--- src/hdl/eals_pkg.sv ---
// package: constants and carrier types for effective-address and load/store unit
package eals_pkg;
  // instruction field positions
  localparam int OPC_HI = 15;
  localparam int OPC_LO = 12;
  localparam int REG_HI = 11;
  localparam int REG_LO = 10;
  localparam int XSF_HI = 9;
  localparam int XSF_LO = 8;
  localparam int DSP_HI = 7;
  localparam int DSP_LO = 0;
  // index-select encodings
  localparam logic [1:0] XS_BASE = 2'h0;
  localparam logic [1:0] XS_PCREL = 2'h1;
  localparam logic [1:0] XS_ACC2 = 2'h2;
  localparam logic [1:0] XS_ACC3 = 2'h3;
  // memory-reference opcodes
  localparam logic [3:0] OP_LOAD = 4'h8;
  localparam logic [3:0] OP_LOAD_IND = 4'h9;
  localparam logic [3:0] OP_STORE = 4'hA;
  localparam logic [3:0] OP_STORE_IND = 4'hB;
  // pointer base for the level-0 interrupt indirect jump
  localparam logic [15:0] LVL0_PTR_BASE = 16'h0120;
  // reset values
  localparam logic [15:0] WORD_RST = 16'h0000;
  // address-formation request
  typedef struct packed {
    logic [15:0] instr;     // first instruction word
    logic [15:0] disp_word; // second word of a double-word instruction
    logic dbl_word;         // request uses the 16-bit displacement form
    logic lvl0_jump;        // level-0 interrupt indirect jump
    logic [15:0] pc;        // program counter per address-formation point
  } eals_req_t;
  // memory bus request
  typedef struct packed {
    logic rd;
    logic wr;
    logic [15:0] addr;
    logic [15:0] wdata;
  } eals_mem_t;
  typedef enum logic [4:0] {
    SQ_IDLE = 5'b00001,
    SQ_PTR = 5'b00010,
    SQ_OPER = 5'b00100,
    SQ_WAIT = 5'b01000,
    SQ_DONE = 5'b10000
  } eals_state_t;
endpackage : eals_pkg

--- src/hdl/eals_unit.sv ---
// effective-address formation and load/store execution unit
module eals_unit
  import eals_pkg::*;
(
  input wire logic clock_i,
  input wire logic rst_b_i,
  input wire logic start_i,         // one-cycle request strobe
  input wire eals_req_t req_i,      // instruction, displacement word, pc
  input wire logic [15:0] mem_rdata_i, // read data from memory bus
  input wire logic mem_ack_i,       // memory cycle complete
  output eals_mem_t mem_o,          // memory bus request, held until ack
  output logic [15:0] eff_addr_o,   // final operand address
  output logic [15:0] jump_tgt_o,   // level-0 jump target
  output logic [15:0] acc0_o,
  output logic [15:0] acc1_o,
  output logic [15:0] acc2_o,
  output logic [15:0] acc3_o,
  output logic busy_o,
  output logic done_o               // one-cycle completion pulse
);
  // ------------------------------------------------------------
  // address formation (combinational)
  // ------------------------------------------------------------
  logic [15:0] acc_r [4];           // accumulator file
  logic [15:0] acc_nxt [4];
  logic [3:0] opc;
  logic [1:0] xsel;
  logic [1:0] rsel;
  logic [15:0] disp_ext;            // widened displacement
  logic [15:0] addend;              // base added to displacement
  logic [15:0] eff_addr_direct;     // address before any indirection
  assign opc = req_i.instr[OPC_HI:OPC_LO];
  assign xsel = req_i.instr[XSF_HI:XSF_LO];
  assign rsel = req_i.instr[REG_HI:REG_LO];

  // select displacement width and base register
  always_comb begin
    if (req_i.dbl_word) begin
      disp_ext = req_i.disp_word;
    end else if (xsel == XS_BASE) begin
      disp_ext = {8'h00, req_i.instr[DSP_HI:DSP_LO]};
    end else begin
      disp_ext = {{8{req_i.instr[DSP_HI]}}, req_i.instr[DSP_HI:DSP_LO]};
    end
    unique case (xsel)
      XS_BASE: addend = WORD_RST;
      // caller supplies pc already advanced, or pointing at disp word
      XS_PCREL: addend = req_i.pc;
      XS_ACC2: addend = acc_r[2];
      XS_ACC3: addend = acc_r[3];
    endcase
    // carry out of bit 15 is simply dropped
    eff_addr_direct = disp_ext + addend;
  end

  // ------------------------------------------------------------
  // sequencer
  // ------------------------------------------------------------
  eals_state_t state_r, state_nxt;
  eals_mem_t mem_r, mem_nxt;
  logic [15:0] eff_addr_r, eff_addr_nxt;
  logic [15:0] jt_r, jt_nxt;
  logic [1:0] rsel_r, rsel_nxt;
  logic is_load_r, is_load_nxt;
  logic is_jump_r, is_jump_nxt;
  logic done_r, done_nxt;
  logic busy_r, busy_nxt;           // own flop, so busy_o needs no decode
  logic is_mem_op;
  assign is_mem_op = (opc == OP_LOAD) || (opc == OP_LOAD_IND) ||
                     (opc == OP_STORE) || (opc == OP_STORE_IND);

  // next-state and bus request computation
  always_comb begin
    state_nxt = state_r;
    mem_nxt = mem_r;
    eff_addr_nxt = eff_addr_r;
    jt_nxt = jt_r;
    rsel_nxt = rsel_r;
    is_load_nxt = is_load_r;
    is_jump_nxt = is_jump_r;
    done_nxt = 1'b0;
    for (int i = 0; i < 4; i++) begin
      acc_nxt[i] = acc_r[i];
    end
    unique case (state_r)
      SQ_IDLE: begin
        if (start_i && req_i.lvl0_jump) begin
          // pointer location from fixed base, then target read
          eff_addr_nxt = LVL0_PTR_BASE + {8'h00, req_i.instr[DSP_HI:DSP_LO]};
          is_jump_nxt = 1'b1;
          mem_nxt = '{rd: 1'b1, wr: 1'b0, addr: eff_addr_nxt, wdata: WORD_RST};
          state_nxt = SQ_PTR;
        end else if (start_i && is_mem_op) begin
          eff_addr_nxt = eff_addr_direct;
          rsel_nxt = rsel;
          is_jump_nxt = 1'b0;
          is_load_nxt = ~opc[1];
          if (opc[0]) begin
            // only the indirect opcodes fetch a pointer
            mem_nxt = '{rd: 1'b1, wr: 1'b0, addr: eff_addr_direct,
                        wdata: WORD_RST};
            state_nxt = SQ_PTR;
          end else begin
            mem_nxt = '{rd: ~opc[1], wr: opc[1], addr: eff_addr_direct,
                        wdata: acc_r[rsel]};
            state_nxt = SQ_WAIT;
          end
        end
      end
      SQ_PTR: begin
        if (mem_ack_i) begin
          // pointer word becomes the operand address, unmodified
          eff_addr_nxt = mem_rdata_i;
          mem_nxt = '{rd: 1'b0, wr: 1'b0, addr: mem_r.addr, wdata: WORD_RST};
          if (is_jump_r) begin
            jt_nxt = mem_rdata_i;
            done_nxt = 1'b1;
            state_nxt = SQ_IDLE;
          end else begin
            state_nxt = SQ_OPER;
          end
        end
      end
      SQ_OPER: begin
        // one dead cycle between bus cycles keeps the strobes distinct
        mem_nxt = '{rd: is_load_r, wr: ~is_load_r, addr: eff_addr_r,
                    wdata: acc_r[rsel_r]};
        state_nxt = SQ_WAIT;
      end
      SQ_WAIT: begin
        if (mem_ack_i) begin
          if (mem_r.rd) begin
            acc_nxt[rsel_r] = mem_rdata_i;
          end
          mem_nxt = '{rd: 1'b0, wr: 1'b0, addr: mem_r.addr, wdata: WORD_RST};
          state_nxt = SQ_DONE;
        end
      end
      SQ_DONE: begin
        done_nxt = 1'b1;
        state_nxt = SQ_IDLE;
      end
      default: state_nxt = SQ_IDLE;
    endcase
    // busy follows the state being entered, so the output is a plain flop
    busy_nxt = (state_nxt != SQ_IDLE);
  end

  // state registers
  always_ff @(posedge clock_i or negedge rst_b_i) begin
    if (!rst_b_i) begin
      state_r <= SQ_IDLE;
      mem_r <= '0;
      eff_addr_r <= WORD_RST;
      jt_r <= WORD_RST;
      rsel_r <= 2'h0;
      is_load_r <= 1'b0;
      is_jump_r <= 1'b0;
      done_r <= 1'b0;
      busy_r <= 1'b0;
      for (int i = 0; i < 4; i++) begin
        acc_r[i] <= WORD_RST;
      end
    end else begin
      state_r <= state_nxt;
      mem_r <= mem_nxt;
      eff_addr_r <= eff_addr_nxt;
      jt_r <= jt_nxt;
      rsel_r <= rsel_nxt;
      is_load_r <= is_load_nxt;
      is_jump_r <= is_jump_nxt;
      done_r <= done_nxt;
      busy_r <= busy_nxt;
      for (int i = 0; i < 4; i++) begin
        acc_r[i] <= acc_nxt[i];
      end
    end
  end

  // ------------------------------------------------------------
  // outputs, all from flip-flops
  // ------------------------------------------------------------
  assign mem_o = mem_r;
  assign eff_addr_o = eff_addr_r;
  assign jump_tgt_o = jt_r;
  assign acc0_o = acc_r[0];
  assign acc1_o = acc_r[1];
  assign acc2_o = acc_r[2];
  assign acc3_o = acc_r[3];
  assign busy_o = busy_r;
  assign done_o = done_r;
endmodule // eals_unit

--- config.mk ---
export PLATFORM = sky130hd
export DESIGN_NAME = eals_unit
export DESIGN_NICKNAME = d
export VERILOG_FILES = /design/src/hdl/eals_pkg.sv /design/src/hdl/eals_unit.sv
export SDC_FILE = /design/constraint.sdc
export NUM_CORES = 1
export LEC_CHECK = 0
export BUFFER_PORTS_ARGS = -buffer_cell sky130_fd_sc_hd__buf_2
export CORE_MARGIN = 3
export CORE_UTILIZATION = 45
export DETAILED_ROUTE_END_ITERATION = 6
export PLACE_DENSITY = 0.76
export SYNTH_ARGS = -nofsm -noshare
export SYNTH_HDL_FRONTEND = slang
export SYNTH_SLANG_ARGS = --single-unit
--- constraint.sdc ---
create_clock -name clock_i -period 5.6 [get_ports clock_i]
set_input_delay 0.56 -clock clock_i [delete_from_list [all_inputs] [get_ports clock_i]]
set_output_delay 0.56 -clock clock_i [all_outputs]
set_load 0.01 [all_outputs]
==> impl_metrics.json <==
{
  "drt-total-wl_um": 24600,
  "coreArea_mm2": 0.0174,
  "cts_tree": "done",
  "crit_family": "simple AND/OR/NAND/NOR gates",
  "status": "finished clean",
  "die_h_um": 140,
  "initial_core_util_pct": 46.3,
  "insertion_delay_ns": 0.44,
  "end_kind": "register",
  "critical_path_depth": 12,
  "fin_setup_tns_ns": 0,
  "postLayoutCellArea_mm2": 0.00979,
  "cts_buffer_depth": 2,
  "yosysSeqAreaShare_pct": 43.9,
  "cts_num_sinks": 141,
  "maxCapViolations": 0,
  "critPathBufInv": 2,
  "portBuffers": 201,
  "post-route-period-util_pct": 55.6,
  "syn_area_per_cell_um2": 11.3,
  "tightest_slew_ns": 1.24,
  "path_cells": "buf_2 > nor2b_1 > buf_4 > a22oi_1 > fa_1 > nor2b_1 > o211ai_1 > a211o_1 > nand3_1 > a31oi_1 > or4b_1 > nand3_1",
  "ys_warn_count": 0,
  "holdBufCountCts": 0,
  "cp_max_fo": 18,
  "grt-ovfl-total": 0,
  "ys_ff_latch": 141,
  "h-tree-depth": 4,
  "rsz0062_at_grt": "no",
  "multi_input_comb_area_mm2": 0.00428,
  "hold_class": "in -> async",
  "synth.distinct_cells": 62,
  "crit_type": "in -> reg",
  "drc": 0,
  "syn_area_mm2": 0.00803,
  "postRouteAntennaNets": 0,
  "worstSetupStartpointType": "input port",
  "place.gp.congestion": 0.904,
  "p_per_area_mw_per_mm2": 343,
  "num_rows": 48,
  "critPathSlowestCell": "or4b_1",
  "die_area_mm2": 0.0195,
  "die_width_um": 140,
  "antenna_found_initial": 3,
  "synth.net_count": 797,
  "vias_per_cell": 5.94,
  "wl_per_cell_um": 21.7,
  "post_cts_buffers": 0,
  "syn_to_final_growth_pct": 21.9,
  "rr_worst_depth": 4,
  "nNetsFinal": 980,
  "register_area_mm2": 0.00353,
  "slew_headroom_pct": 16.9,
  "vdd_drop_max_v": 0.000221,
  "cts_made_buffers": 17,
  "grt_pass1_wl_um": 38600,
  "p_leak_nw": 4.96,
  "first_iter_violations": 549,
  "drt_pass1_iterations": 5,
  "fin_crit_ns": 3.11,
  "hold_violations": 0,
  "worstPathArrival_ns": 3.47,
  "ctsResizeCount": 0,
  "dpl_cell_area_mm2": 0.00919,
  "grt_max_degree": 97,
  "slowest_delay_ns": 0.50,
  "grt_pass1_vias": 6727,
  "max_freq_ghz": 0.321,
  "drive_above_1_share_pct": 43.1,
  "fillers": 1483,
  "ys_async_sr_fraction_pct": 100,
  "clk_transition_reported_paths_ns": 0.06,
  "cts_root_buffer": "clkbuf_16",
  "setup_viol": 0,
  "synth_ff_type": "dfrtp_1",
  "clock_skew_ns": 0.0148,
  "ioPinCount": 202,
  "dp_hpwl_um": 18200,
  "vias": 6722,
  "synth_edf_count": 0,
  "gr-usage-all-layers_pct": 25.6,
  "drv_slew": 0,
  "worstPathRequired_ns": 5.96,
  "synthCells": 709
}
==> power breakdown <==
part / leakage [nW] / total [mW] / switching [mW] / internal [mW]
sequential: 1.86 / 1.36 / 0.153 / 1.20
clock: 0.289 / 1.15 / 0.476 / 0.675
combinational: 2.80 / 0.846 / 0.469 / 0.377
==> layout make-up <==
class | count | share of cell area [%]
repair buffers | 207 | 10.8
clock inverters | 14 | 1.61
inverters | 11 | 0.422
diodes | 1 | 0.0256
well taps | 225 | 2.88
clock buffers | 18 | 4.49
flip-flops and latches | 141 | 36.1
multi-input cells | 514 | 43.7
==> synthesized netlist by cell type, types with 7 or more instances <==
master	count	area, µm²
nand3_1	11	55.1
buf_2	10	50.1
dfrtp_1	140	3500
mux2_2	105	1180
a21o_1	12	90.1
inv_1	11	41.3
nor2_1	47	176
a22oi_1	27	203
mux4_2	32	721
a21oi_1	37	185
and3_1	7	43.8
ha_1	17	213
a22o_1	16	140
o21ai_0	55	275
clkbuf_1	25	93.8
mux2i_1	9	90.1
nand2_1	57	214
xnor2_1	7	61.3
==> layout by cell type, fill, tap and decap left out, drive strengths merged, types with 2 or more instances in the layout <==
cell type / Yosys / routed
clkinvlp: 0 / 2
ha: 17 / 17
a31oi: 5 / 5
buf: 18 / 207
bufinv: 0 / 2
clkinv: 0 / 6
dfrtp: 140 / 140
a22o: 16 / 16
nand2b: 3 / 3
nor2b: 5 / 5
nor3: 9 / 9
and3b: 2 / 2
nor4b: 2 / 2
mux2i: 9 / 9
and3: 7 / 7
a21oi: 37 / 37
and2: 4 / 4
nand3: 11 / 11
o21bai: 2 / 2
inv: 11 / 15
nand4: 2 / 2
nand2: 59 / 59
a32oi: 2 / 2
clkbuf: 25 / 18
mux2: 105 / 105
nor2: 47 / 47
or2: 2 / 2
a22oi: 27 / 27
a21o: 12 / 12
xor2: 6 / 6
or3: 3 / 3
a221oi: 5 / 5
mux4: 32 / 32
xnor2: 7 / 7
o21ai: 55 / 55
==> per-layer routing <==
layer / global-route usage, % / vias to the layer above / wire (µm)
met4: 9.43 / 4 / 620
met2: 40.2 / 312 / 11500
met5: 0 / - / 23
met1: 34.1 / 3324 / 10500
li1: - / 3029 / -
met3: 7.18 / 53 / 1960
==> flip-flops by register name, indices dropped and copies added, names as in the netlist <==
register and cells:
jump_tgt_o 16, acc2_o 16, rsel_r 2, done_o 1, is_load_r 1, mem_o 34
state_r 5, busy_o 1, acc1_o 16, eff_addr_o 16, acc3_o 16, acc0_o 16
is_jump_r 1
==> path summary, 6_finish.rpt <==
kind	start	end	slack, ns
hold / removal	rst_b_i	jump_tgt_o[6]	0.21
max in group asynchronous	rst_b_i	acc0_o[0]	4.23
setup / recovery	req_i[42]	mem_o[30]	2.49
hold reg to reg	mem_o[16]	mem_o[16]	0.47
setup reg to reg	state_r[3]	jump_tgt_o[14]	2.59
min in group clock_i	req_i[47]	is_load_r	0.34
==> cell families after synthesis <==
logic type / synth area share (%)
xor+xnor: 1.42
flops: 43.9
buf+inv: 2.87
compound gates: 14.1
mux: 24.8
simple gates: 9.97
fa+ha+maj: 2.90
==> metrics by stage <==
stage	power [mW]	setup WS [ns]	util (%)	instances	hold WS, ns
6_report	3.35	2.49	56.4	1131	0.213
5_1_grt	3.52	2.34	56.4	1131	0.278
4_1_cts	3.37	2.55	56.4	1130	0.263
3_5_place_dp	2.22	2.11	53.0	1098	0.465
3_3_place_gp	2.20	2.21	53.0	1098	0.457
2_1_floorplan	1.85	2.14	-	709	0.264
(Power assumes the default switching activity.)
